File: config.mk
export PLATFORM = sky130hd
export DESIGN_NAME = custom_emulation_stimulus_one
export DESIGN_NICKNAME = d
export VERILOG_FILES = /design/src/core/stim_one_pkg.sv /design/src/core/custom_emulation_stimulus_one.sv
export VERILOG_INCLUDE_DIRS = /design/src /design/src/core
export SDC_FILE = /design/constraint.sdc
export NUM_CORES = 1
export LEC_CHECK = 0
export BUFFER_PORTS_ARGS = -buffer_cell sky130_fd_sc_hd__buf_2
export CAP_MARGIN = 5
export CELL_PAD_IN_SITES_DETAIL_PLACEMENT = 0
export CELL_PAD_IN_SITES_GLOBAL_PLACEMENT = 1
export CORE_MARGIN = 2
export CORE_UTILIZATION = 40
export DETAILED_ROUTE_END_ITERATION = 10
export PLACE_DENSITY_LB_ADDON = 0.1
export SETUP_SLACK_MARGIN = 0.05
export SLEW_MARGIN = 20
export SYNTH_ARGS = -nofsm -noshare
export SYNTH_HDL_FRONTEND = slang
export SYNTH_SLANG_ARGS = --single-unit
File: constraint.sdc
create_clock -name clk -period 2.5 [get_ports clk]
set_clock_uncertainty 0.2 [all_clocks]
set_input_delay 0.375 -clock clk [delete_from_list [all_inputs] [get_ports clk]]
set_output_delay 0.375 -clock clk [all_outputs]
set_load 0.01 [all_outputs]
File: src/core/stim_one_consts.svh
`ifndef STIM_ONE_CONSTS_SVH
`define STIM_ONE_CONSTS_SVH

// register offsets
`define ADDR_EMU_CONFIG     8'h40
`define ADDR_STIM_TIMING    8'h41
`define ADDR_STIM_RESPONSE  8'h42

// reset values
`define RST_EMU_CONFIG      8'h00
`define RST_STIM_TIMING     7'h00
`define RST_STIM_RESPONSE   8'h00

// field positions
`define CFG_RUN_BIT         0
`define TIMING_TYPE_BIT     6
`define TD_MSB              5
`define TD_LSB              3
`define SEL_MSB             2
`define SEL_LSB             0
`define MAG_MSB             7
`define MAG_LSB             4
`define DEF_MSB             3
`define DEF_LSB             0
`define MAG_RESERVED        4'hF

// timing
`define CLK_PERIOD_NS       20
`define MS_PERIOD_NS        1000000
`define TD_CODE0_MS         7'h00
`define TD_CODE1_MS         7'h01
`define TD_CODE2_MS         7'h05
`define TD_CODE3_MS         7'h0A
`define TD_CODE4_MS         7'h14
`define TD_CODE5_MS         7'h28
`define TD_CODE6_MS         7'h50
`define TD_CODE7_MS         7'h64
`define MS_COUNT_MAX        7'h7F

`endif

File: src/core/stim_one_pkg.sv
package stim_one_pkg;

  typedef enum logic [2:0] {
    SEL_VBUS_PRE  = 3'h0,
    SEL_DP_ABOVE  = 3'h1,
    SEL_DP_WINDOW = 3'h2,
    SEL_DM_ABOVE  = 3'h3,
    SEL_RSV_A     = 3'h4,
    SEL_RSV_B     = 3'h5,
    SEL_DP_ABOVE2 = 3'h6,
    SEL_VBUS_POST = 3'h7
  } stim_sel_t;

  typedef enum logic [3:0] {
    DEF_CLEAR    = 4'h0,
    DEF_VOLT_DP  = 4'h1,
    DEF_VOLT_DM  = 4'h2,
    DEF_VOLT_ALL = 4'h3,
    DEF_RES_DP   = 4'h4,
    DEF_RSV_A    = 4'h5,
    DEF_DIV_DP   = 4'h6,
    DEF_RES_DM   = 4'h7,
    DEF_RSV_B    = 4'h8,
    DEF_DIV_DM   = 4'h9,
    DEF_SHORT    = 4'hA,
    DEF_RSV_C    = 4'hB,
    DEF_DIV_ALL  = 4'hC,
    DEF_RES_ALL  = 4'hD,
    DEF_PD_A     = 4'hE,
    DEF_PD_B     = 4'hF
  } resp_def_t;

  typedef enum logic [2:0] {
    ST_IDLE    = 3'h0,
    ST_WAIT    = 3'h1,
    ST_DELAY   = 3'h2,
    ST_HOLD    = 3'h3,
    ST_RELEASE = 3'h4,
    ST_DONE    = 3'h5
  } state_t;

  // comparator results from the analog front end
  typedef struct packed {
    logic vbus_ready_pre;
    logic vbus_present_post;
    logic dp_above_th;
    logic dm_above_th;
    logic dp_above_floor;
  } stim_inputs_t;

  // what is connected to the downstream data lines
  typedef struct packed {
    logic       dp_volt;
    logic       dm_volt;
    logic       dp_res;
    logic       dm_res;
    logic       dp_div;
    logic       dm_div;
    logic       short_lines;
    logic       dp_pulldown;
    logic       dm_pulldown;
    logic [3:0] magnitude;
  } line_drive_t;

endpackage
File: src/core/custom_emulation_stimulus_one.sv
// Behaviour
// - Bit 7 of the timing and selection register always reads zero.
// - Timer behaviour one: apply at once, hold for timer, then remove once stimulus gone; 000 and 111 remove at timer end.
// - Timer behaviour zero: timer is a delay from detection to applying the response.
// - Timer code decodes to 0, 1, 5, 10, 20, 40, 80, 100 ms.
// - Selection 000: bus power ready before switch; next step does not wait.
// - Selections 001 and 110 watch positive line, 011 negative line, above threshold.
// - Selection 010: positive line below threshold and above fixed 400 mV floor.
// - Selection 111: bus power after switch; 100 and 101 must not be written.
// - Writes of reserved codes are refused; the field keeps its old value.
// - Voltage responses use the magnitude as a voltage to ground.
// - Resistor responses use the magnitude as a resistor value.
// - Divider responses use the magnitude as minimum total divider resistance.
// - Codes 0000 clear both lines; 0001-0011 drive voltage on positive, negative, both.
// - Codes 0100, 0111, 1101 resistor to ground; 1010 low resistance between lines.
// - Codes 0110, 1001, 1100 divider on positive, negative, both; 0101, 1000, 1011 avoided.
// - Codes 1110/1111 keep pull-downs for 000, remove for 111, else no change.
// - Single-line response with 000 keeps other line's pull-down, else drops it.
`timescale 1ns/1ns
`include "stim_one_consts.svh"

module custom_emulation_stimulus_one #(
  parameter int CYC_PER_MS = `MS_PERIOD_NS / `CLK_PERIOD_NS
) (
  // clock and reset
  input  wire logic                       clk,
  input  wire logic                       rst,
  // register port
  input  wire logic [7:0]                 reg_addr,
  input  wire logic                       reg_wr,
  input  wire logic [7:0]                 reg_wdata,
  input  wire logic                       reg_rd,
  output logic      [7:0]                 reg_rdata,
  // stimulus comparators
  input  wire stim_one_pkg::stim_inputs_t stim_in,
  // data line response and sequencing
  output stim_one_pkg::line_drive_t       line_drive,
  output logic                            step_done
);

  logic [7:0]                cfg_q,    cfg_d;
  logic [6:0]                timing_q, timing_d;
  logic [7:0]                resp_q,   resp_d;
  logic [7:0]                rdata_q,  rdata_d;
  stim_one_pkg::state_t      state_q,  state_d;
  stim_one_pkg::line_drive_t drive_q,  drive_d;
  stim_one_pkg::line_drive_t saved_q,  saved_d;
  logic [15:0]               tick_q,   tick_d;
  logic [6:0]                ms_q,     ms_d;
  logic                      done_q,   done_d;
  logic                      run;
  logic                      met;
  logic                      timer_done;
  logic                      apply_now;
  logic [2:0]                sel;
  logic [3:0]                def;
  logic [6:0]                target;

  function automatic logic sel_reserved(input logic [2:0] s);
    return s == stim_one_pkg::SEL_RSV_A || s == stim_one_pkg::SEL_RSV_B;
  endfunction

  function automatic logic def_reserved(input logic [3:0] d);
    return d == stim_one_pkg::DEF_RSV_A || d == stim_one_pkg::DEF_RSV_B ||
           d == stim_one_pkg::DEF_RSV_C;
  endfunction

  function automatic logic [6:0] td_ms(input logic [2:0] c);
    case (c)
      3'h0:    return `TD_CODE0_MS;
      3'h1:    return `TD_CODE1_MS;
      3'h2:    return `TD_CODE2_MS;
      3'h3:    return `TD_CODE3_MS;
      3'h4:    return `TD_CODE4_MS;
      3'h5:    return `TD_CODE5_MS;
      3'h6:    return `TD_CODE6_MS;
      default: return `TD_CODE7_MS;
    endcase
  endfunction

  function automatic logic stim_met(input logic [2:0] s, input stim_one_pkg::stim_inputs_t i);
    case (s)
      stim_one_pkg::SEL_VBUS_PRE:  return i.vbus_ready_pre;
      stim_one_pkg::SEL_DP_ABOVE,
      stim_one_pkg::SEL_DP_ABOVE2: return i.dp_above_th;
      stim_one_pkg::SEL_DP_WINDOW: return !i.dp_above_th && i.dp_above_floor;
      stim_one_pkg::SEL_DM_ABOVE:  return i.dm_above_th;
      stim_one_pkg::SEL_VBUS_POST: return i.vbus_present_post;
      default:                     return 1'b0;
    endcase
  endfunction

  function automatic stim_one_pkg::line_drive_t apply_response(
    input stim_one_pkg::line_drive_t p,
    input logic [3:0]                d,
    input logic [3:0]                m,
    input logic [2:0]                s
  );
    stim_one_pkg::line_drive_t n;
    logic                      keep_pd;
    logic                      dp_hit;
    logic                      dm_hit;
    logic                      volt;
    logic                      res;
    logic                      div;
    n       = p;
    keep_pd = (s == stim_one_pkg::SEL_VBUS_PRE);
    volt    = d inside {stim_one_pkg::DEF_VOLT_DP, stim_one_pkg::DEF_VOLT_DM,
                        stim_one_pkg::DEF_VOLT_ALL};
    res     = d inside {stim_one_pkg::DEF_RES_DP, stim_one_pkg::DEF_RES_DM,
                        stim_one_pkg::DEF_RES_ALL};
    div     = d inside {stim_one_pkg::DEF_DIV_DP, stim_one_pkg::DEF_DIV_DM,
                        stim_one_pkg::DEF_DIV_ALL};
    dp_hit  = d inside {stim_one_pkg::DEF_VOLT_DP, stim_one_pkg::DEF_VOLT_ALL,
                        stim_one_pkg::DEF_RES_DP, stim_one_pkg::DEF_DIV_DP,
                        stim_one_pkg::DEF_DIV_ALL, stim_one_pkg::DEF_RES_ALL};
    dm_hit  = d inside {stim_one_pkg::DEF_VOLT_DM, stim_one_pkg::DEF_VOLT_ALL,
                        stim_one_pkg::DEF_RES_DM, stim_one_pkg::DEF_DIV_DM,
                        stim_one_pkg::DEF_DIV_ALL, stim_one_pkg::DEF_RES_ALL};
    if (d == stim_one_pkg::DEF_CLEAR) begin
      n = '0;
    end else if (d == stim_one_pkg::DEF_PD_A || d == stim_one_pkg::DEF_PD_B) begin
      if (s == stim_one_pkg::SEL_VBUS_POST) begin
        n.dp_pulldown = 1'b0;
        n.dm_pulldown = 1'b0;
      end
    end else begin
      n.magnitude = m;
      n.short_lines = (d == stim_one_pkg::DEF_SHORT) ? 1'b1 : p.short_lines;
      if (dp_hit) begin
        n.dp_volt     = volt;
        n.dp_res      = res;
        n.dp_div      = div;
        n.dp_pulldown = 1'b0;
      end else begin
        n.dp_pulldown = p.dp_pulldown && keep_pd;
      end
      if (dm_hit) begin
        n.dm_volt     = volt;
        n.dm_res      = res;
        n.dm_div      = div;
        n.dm_pulldown = 1'b0;
      end else begin
        n.dm_pulldown = p.dm_pulldown && keep_pd;
      end
    end
    return n;
  endfunction

  assign run    = cfg_q[`CFG_RUN_BIT];
  assign sel    = timing_q[`SEL_MSB:`SEL_LSB];
  assign def    = resp_q[`DEF_MSB:`DEF_LSB];
  assign target = td_ms(timing_q[`TD_MSB:`TD_LSB]);

  // register file
  always_comb begin
    cfg_d    = cfg_q;
    timing_d = timing_q;
    resp_d   = resp_q;
    rdata_d  = rdata_q;
    if (reg_wr) begin
      case (reg_addr)
        `ADDR_EMU_CONFIG: begin
          cfg_d = reg_wdata;
        end
        `ADDR_STIM_TIMING: begin
          timing_d[`TIMING_TYPE_BIT:`TD_LSB] = reg_wdata[`TIMING_TYPE_BIT:`TD_LSB];
          if (!sel_reserved(reg_wdata[`SEL_MSB:`SEL_LSB])) begin
            timing_d[`SEL_MSB:`SEL_LSB] = reg_wdata[`SEL_MSB:`SEL_LSB];
          end
        end
        `ADDR_STIM_RESPONSE: begin
          if (reg_wdata[`MAG_MSB:`MAG_LSB] != `MAG_RESERVED) begin
            resp_d[`MAG_MSB:`MAG_LSB] = reg_wdata[`MAG_MSB:`MAG_LSB];
          end
          if (!def_reserved(reg_wdata[`DEF_MSB:`DEF_LSB])) begin
            resp_d[`DEF_MSB:`DEF_LSB] = reg_wdata[`DEF_MSB:`DEF_LSB];
          end
        end
        default: begin
        end
      endcase
    end
    if (reg_rd) begin
      case (reg_addr)
        `ADDR_EMU_CONFIG:    rdata_d = cfg_q;
        `ADDR_STIM_TIMING:   rdata_d = {1'b0, timing_q};
        `ADDR_STIM_RESPONSE: rdata_d = resp_q;
        default:             rdata_d = 8'h00;
      endcase
    end
  end

  always_ff @(posedge clk) begin
    if (rst) begin
      cfg_q    <= `RST_EMU_CONFIG;
      timing_q <= `RST_STIM_TIMING;
      resp_q   <= `RST_STIM_RESPONSE;
      rdata_q  <= 8'h00;
    end else begin
      cfg_q    <= cfg_d;
      timing_q <= timing_d;
      resp_q   <= resp_d;
      rdata_q  <= rdata_d;
    end
  end

  // sequencer
  always_comb begin
    state_d    = state_q;
    drive_d    = drive_q;
    saved_d    = saved_q;
    tick_d     = tick_q;
    ms_d       = ms_q;
    done_d     = done_q;
    apply_now  = 1'b0;
    met        = stim_met(sel, stim_in);
    timer_done = (ms_q >= target);
    if (state_q == stim_one_pkg::ST_DELAY || state_q == stim_one_pkg::ST_HOLD) begin
      if (tick_q == 16'(CYC_PER_MS - 1)) begin
        tick_d = 16'h0000;
        if (ms_q != `MS_COUNT_MAX) begin
          ms_d = ms_q + 7'h01;
        end
      end else begin
        tick_d = tick_q + 16'h0001;
      end
    end
    case (state_q)
      stim_one_pkg::ST_IDLE: begin
        if (run) begin
          drive_d             = '0;
          drive_d.dp_pulldown = 1'b1;
          drive_d.dm_pulldown = 1'b1;
          done_d              = 1'b0;
          state_d             = stim_one_pkg::ST_WAIT;
        end
      end
      stim_one_pkg::ST_WAIT: begin
        if (met) begin
          tick_d = 16'h0000;
          ms_d   = 7'h00;
          if (timing_q[`TIMING_TYPE_BIT]) begin
            apply_now = 1'b1;
            saved_d   = drive_q;
            state_d   = stim_one_pkg::ST_HOLD;
          end else begin
            state_d = stim_one_pkg::ST_DELAY;
          end
        end
      end
      stim_one_pkg::ST_DELAY: begin
        if (timer_done) begin
          apply_now = 1'b1;
          state_d   = stim_one_pkg::ST_DONE;
        end
      end
      stim_one_pkg::ST_HOLD: begin
        if (timer_done) begin
          if (!met || sel == stim_one_pkg::SEL_VBUS_PRE ||
              sel == stim_one_pkg::SEL_VBUS_POST) begin
            drive_d = saved_q;
            state_d = stim_one_pkg::ST_DONE;
          end else begin
            state_d = stim_one_pkg::ST_RELEASE;
          end
        end
      end
      stim_one_pkg::ST_RELEASE: begin
        if (!met) begin
          drive_d = saved_q;
          state_d = stim_one_pkg::ST_DONE;
        end
      end
      stim_one_pkg::ST_DONE: begin
        done_d = 1'b1;
      end
      default: begin
        state_d = stim_one_pkg::ST_IDLE;
      end
    endcase
    if (apply_now) begin
      drive_d = apply_response(drive_q, def, resp_q[`MAG_MSB:`MAG_LSB], sel);
    end
    if (!run) begin
      state_d = stim_one_pkg::ST_IDLE;
      drive_d = '0;
      done_d  = 1'b0;
    end
  end

  always_ff @(posedge clk) begin
    if (rst) begin
      state_q <= stim_one_pkg::ST_IDLE;
      drive_q <= '0;
      saved_q <= '0;
      tick_q  <= 16'h0000;
      ms_q    <= 7'h00;
      done_q  <= 1'b0;
    end else begin
      state_q <= state_d;
      drive_q <= drive_d;
      saved_q <= saved_d;
      tick_q  <= tick_d;
      ms_q    <= ms_d;
      done_q  <= done_d;
    end
  end

  assign reg_rdata  = rdata_q;
  assign line_drive = drive_q;
  assign step_done  = done_q;
endmodule

Word level (Yosys, flattened, before mapping) --
Index checks and enable logic that the tools add are counted.
Word-level totals: ROM bits 0, memories kept 0, register bits after elaboration 84, bits in writable memories 0, bits in latches 0
Cells by class: divide/modulo/power cells 0, $add $sub $neg 2, equality and inequality tests 51, reductions and logical operators 37, order comparisons 1, $mul 0, shift-type cells 0, bitwise operators 4, multiplexer cells 43
Operator list (count):
- $mux W13 | 5
- $mux W16 | 4
- $pmux W7 S7 | 1
- $mux W7 | 6
- $pmux W13 S3 | 1
- $eq A4 B4 Y1 const B | 8
- $eq A3 B3 Y1 const B | 9
- $eq A8 B7 Y1 const B | 3
- $pmux W8 S3 | 1
- $eq A3 B2 Y1 const B | 6
- $pmux W3 S6 | 1
- $reduce_and A6 Y1 | 3
- $add A16 B1 Y16 const B | 1
- $eq A16 B16 Y1 const B | 1
- $eq A4 B3 Y1 const B | 4
- $reduce_and A5 Y1 | 3
- $mux W1 | 14
- $mux W3 | 4
- $reduce_and A3 Y1 | 4
- $reduce_bool A6 Y1 | 2
- $eq A3 B1 Y1 const B | 3
- $logic_not A3 Y1 | 3
- $ne A3 B1 Y1 const B | 3
- $ne A3 B3 Y1 const B | 3
- 23 further kinds | 45

Logic depth before layout (Yosys ltp) --
depth after elaboration 10, gate-level depth with buffers 12

Worst setup path before layout --
OpenSTA, ideal clock, no wires.
kind register to register, start register timing_q[4], end register drive_q (netlist bit line_drive[11]), cell stages (with the launch flop) 12, arrival time 2.381 ns, setup time 0.119 ns, setup slack -0.199 ns, clock period less this slack 2.699 ns, path through dfxtp_1 > clkbuf_1 > nor3b_1 > a21oi_1 > ha_1 > nand2_1 > o21ai_0 > a21oi_1 > nand2b_1 > o21ai_1 > a21oi_1 > o221a_2
On the way: longest elaborated chain between the ends 7, elaborated cells between the ends (all ways) 19, those cells by class 1 x order compare; 11 x eq/ne; 4 x mux; 3 x reduce/logical
RTL lines:
- from (decl) | line custom_emulation_stimulus_one.sv:42 | logic [6:0] timing_q, timing_d;
- from (signal assigned) | line custom_emulation_stimulus_one.sv:197 | timing_q <= `RST_STIM_TIMING;
- from (signal assigned) | line custom_emulation_stimulus_one.sv:202 | timing_q <= timing_d;
- $eq A3 B3 Y1 (tied with other cells) | line custom_emulation_stimulus_one.sv:69 | case (c)
- $pmux W7 S7 (*) | line custom_emulation_stimulus_one.sv:69
- $ge A7 B7 Y1 (*) | line custom_emulation_stimulus_one.sv:218 | timer_done = (ms_q >= target);
- $mux W1 | line custom_emulation_stimulus_one.sv:253 | if (timer_done) begin
- $pmux W1 S2 | line custom_emulation_stimulus_one.sv:229 | case (state_q)
- $ne A3 B1 Y1 (no line) (tied with other cells)
- $reduce_and A6 Y1 (no line)
- to (signal assigned) | line custom_emulation_stimulus_one.sv:302 | drive_q <= drive_d;
- to (decl) | line custom_emulation_stimulus_one.sv:46 | stim_one_pkg::line_drive_t drive_q, drive_d;
Mark *: on every way between the ends. The rest lies on a longest branch, timed or not. A chain may end at the register's enable or synchronous reset.

Worst setup path in the final report --
start register timing_q[3], end register drive_q (netlist bit line_drive[8])
On the way: longest elaborated chain between the ends 7, elaborated cells between the ends (all ways) 19, those cells by class 1 x order compare; 11 x eq/ne; 4 x mux; 3 x reduce/logical
RTL lines (line):
- $eq A3 B3 Y1 (tied with other cells) | custom_emulation_stimulus_one.sv:69
- $pmux W7 S7 (*) | custom_emulation_stimulus_one.sv:69
- $ge A7 B7 Y1 (*) | custom_emulation_stimulus_one.sv:218
- $mux W1 | custom_emulation_stimulus_one.sv:253
- $pmux W1 S2 | custom_emulation_stimulus_one.sv:229
- $ne A3 B3 Y1 (no line) (tied with other cells)
- $reduce_and A6 Y1 (no line)
Marks and branches as above.

==> impl_metrics.csv <==
group,metric,value,unit
clocking,cts_tree,"yes",
grt,grtUsageMet1,26.0,%
timing,rsz0062_at_grt,"true",
setup_path,crit_arrival,2.63,ns
die,chipWidth,109,um
final_layout,area_growth,19.1,%
timing,fin_crit,2.57,ns
final_layout,finalCoreUtilization,48.7,%
detailed_routing,firstDrtPassIters,4,
placed_design,dpl.hpwl,7.72,mm
synth,yosys_warnings,0,
die,start_util,40.9,%
setup_path,worst_setup_path_start_kind,"flop",
setup_path,end_kind,"flop",
clocking,clock-root-buffer,"clkbuf_8",
synth,synth.most_common_cell,"dfxtp_1",
synth,synth_ff_type,"dfxtp_1",
grt,gr-usage-met3,3.47,%
setup_path,path_cells,"buf_4, nand2b_1, ha_1, a21oi_2, o21ai_2, a21oi_2, buf_4, nand2b_4, o21ai_4, a221o_1, o211a_1",
clocking,h-tree-depth,3,
grt,grt_start_max_net_pins,25,
synth,mappedNetlistNets,558,
placed_design,dpl-instance-area,4910,um2
clocking,cts_made_buffers,9,
pwr,max-vdd-ir-drop,0.344,mV
grt,grt-busiest-layer,"met2",
final_layout,antenna_cells,0,
setup_path,regToRegSetupSlack,-0.07,ns
synth,synth_cells,524,
pwr,power_density,479,nW/um2
timing,fin_crit_sh,103,%
synth,synth.area.top_cells,"dfxtp_1, mux2i_1, nand2_1, a21oi_1, nor2_1",
pwr,leakage,2.00,nW
clocking,cts.clk_slew.worst_paths,0.08,ns
timing,maxSlewHeadroom,29.4,%
clocking,clkLatencyLatePin,0.37,ns
timing,whs,0.101,ns
synth,postSynthAreaPerCell,8.43,um2
detailed_routing,drt_iter0_drc,184,
timing,clock.fmax,390,MHz
setup_path,slowest_stage,"dfxtp_2",
detailed_routing,postRouteAntennaNets,0,
synth,syn_area,4420,um2
run_status,failed_checks,"negative setup slack",
setup_path,worst-endpoint-required,2.56,ns
timing,finalSetupViolCount,12,
grt,grt_use_total,18.7,%
synth,ys_seq_elements,84,
clocking,clkSinkCount,84,
die,die-area,11900,um2
pwr,power.total,2.52,mW
synth,synth_top_area_share,38.1,%
die,num_rows,38,
die,num_io_pins,47,
timing,final_hold_viol_count,0,
detailed_routing,wl_per_cell,14.3,um
timing,worst_slew_pin_slew,1.06,ns
run_status,status,"finished with violations",
placed_design,portBuffers,46,
job,cap_violations,0,
placed_design,place_congestion,0.791,
grt,grt_use_met2,28.6,%
hold_path,hold_class,"primary input to flop",
die,core,10800,um2
die,fp.dieH,109,um
grt,grt_pass1_vias,3525,
synth,synth_cell_types,58,
final_layout,nNetsFinal,614,
timing,slew_violations,0,
setup_path,path_class,"flop to flop",
setup_path,critPathMaxFanout,6,
grt,overflow,0,
final_layout,drive_above_1_share,24.6,%
synth,synth_commonest_cells,"dfxtp_1, nand2_1, nor2_1, a21oi_1, mux2i_1",
detailed_routing,post_drt_via_cell_ratio,5.12,
grt,grt_pass1_wl,17.3,mm
final_layout,fin_area,5260,um2
detailed_routing,wirelength,10.4,mm
synth,synth_top_area_cell,"dfxtp_1",
detailed_routing,drcViolationCount,0,
timing,layout_setup_ws,-0.0670,ns
synth,yosysSeqAreaShare,38.1,%
setup_path,critPathMaxStageDelay,0.36,ns
clocking,cts_buffer_depth,2,
synth,synth-edff-count,0,
grt,antenna_found_initial,0,
synth,async_reset_ff_share,0,%
detailed_routing,vias,3712,
[path summary, 6_finish.rpt]
kind | start | end | cells past startpoint
worst max-delay path | timing_q[3]$_SDFFE_PP0P_ | line_drive[8]$_SDFFE_PP0P_ | 11
worst max register to register | timing_q[3]$_SDFFE_PP0P_ | line_drive[8]$_SDFFE_PP0P_ | 11
worst min-delay path | reg_wdata[6] | cfg_q[6]$_SDFFE_PP0P_ | 3
worst min register to register | saved_q[0]$_SDFFE_PP0P_ | saved_q[0]$_SDFFE_PP0P_ | 2
[through the flow]
| step | instances | setup TNS [ns] | setup WS [ns] |
|---|---|---|---|
| 2_1_floorplan | 524 | 0 | 0.0365 |
| 3_3_place_gp | 706 | -1.13 | -0.113 |
| 3_5_place_dp | 706 | -1.55 | -0.160 |
| 4_1_cts | 725 | -0.249 | -0.0447 |
| 5_1_grt | 725 | -1.91 | -0.170 |
| 6_report | 725 | -0.400 | -0.0670 |
[cell families (layout without fill, tap and decap cells)]
kind of cell	after synthesis	after routing	synth area share, %
flops	84	84	38.1
simple gates	220	220	25.9
compound gates	117	118	17.3
mux	30	30	6.80
buf+inv	40	100	4.56
xor+xnor	24	24	4.76
fa+ha+maj	9	9	2.55
[placed cells by master (no fill, tap or decap), types with 6 or more instances in the layout]
cell	Yosys	final
mux2i_1	30	30
o21ai_0	27	25
xor2_1	12	11
nand2b_1	9	8
nor2b_1	16	15
buf_4	0	27
nand3_1	13	13
nor2_4	10	11
inv_1	8	8
nand2_1	73	72
nor2_1	55	53
and3_1	7	7
buf_2	2	46
xnor2_1	12	11
o221a_2	6	6
ha_1	9	9
dfxtp_1	84	81
a21oi_2	2	7
clkbuf_8	0	10
a21oi_1	52	46
nor3_1	11	11
[where the power goes]
part / total, mW / leakage (nW) / switching, mW / internal, mW
clock network: 1.09 / 0.113 / 0.503 / 0.586
registers: 1.34 / 0.678 / 0.000826 / 1.33
logic: 0.0939 / 1.21 / 0.0608 / 0.0332
[timing repair]
item	CTS	global route
hold buffers	0	0
endpoints found under the setup margin	13	13
buffers inserted	2	0
pin swaps	6	7
hold endpoints to repair	0	0
gates cloned	1	0
resized for setup	14	11
[area by class of cell]
cell class	count	area [um2]
Multi-Input combinational cell	401	2660
Clock inverter	5	75.1
Tap cell	140	175
Inverter	8	30.0
Clock buffer	11	141
Sequential cell	84	1690
Fill cell	1044	5530
Timing Repair Buffer	76	484
[worst max-delay path, delay by kind of cell (launching register included)]
family / cells / cell delay [ns]
AO/OA/AOI/OAI: 6 / 1.00
flip-flops: 1 / 0.36
buffers and inverters: 2 / 0.31
AND/OR/NAND/NOR: 2 / 0.30
adder cells (fa/ha/maj): 1 / 0.31
[metal layers]
layer	wire length (um)	vias up
met5	0	-
met4	173	0
met3	382	14
met2	4600	66
met1	5200	1698
li1	-	1934
[registers in the layout, summed over array words and instances (netlist names)]
register	flops
tick_q	16
line_drive	13
saved_q	13
cfg_q	8
reg_rdata	8
resp_q	8
ms_q	7
timing_q	7
state_q	3
step_done	1
Note: power is estimated with default switching activity, not from simulation.
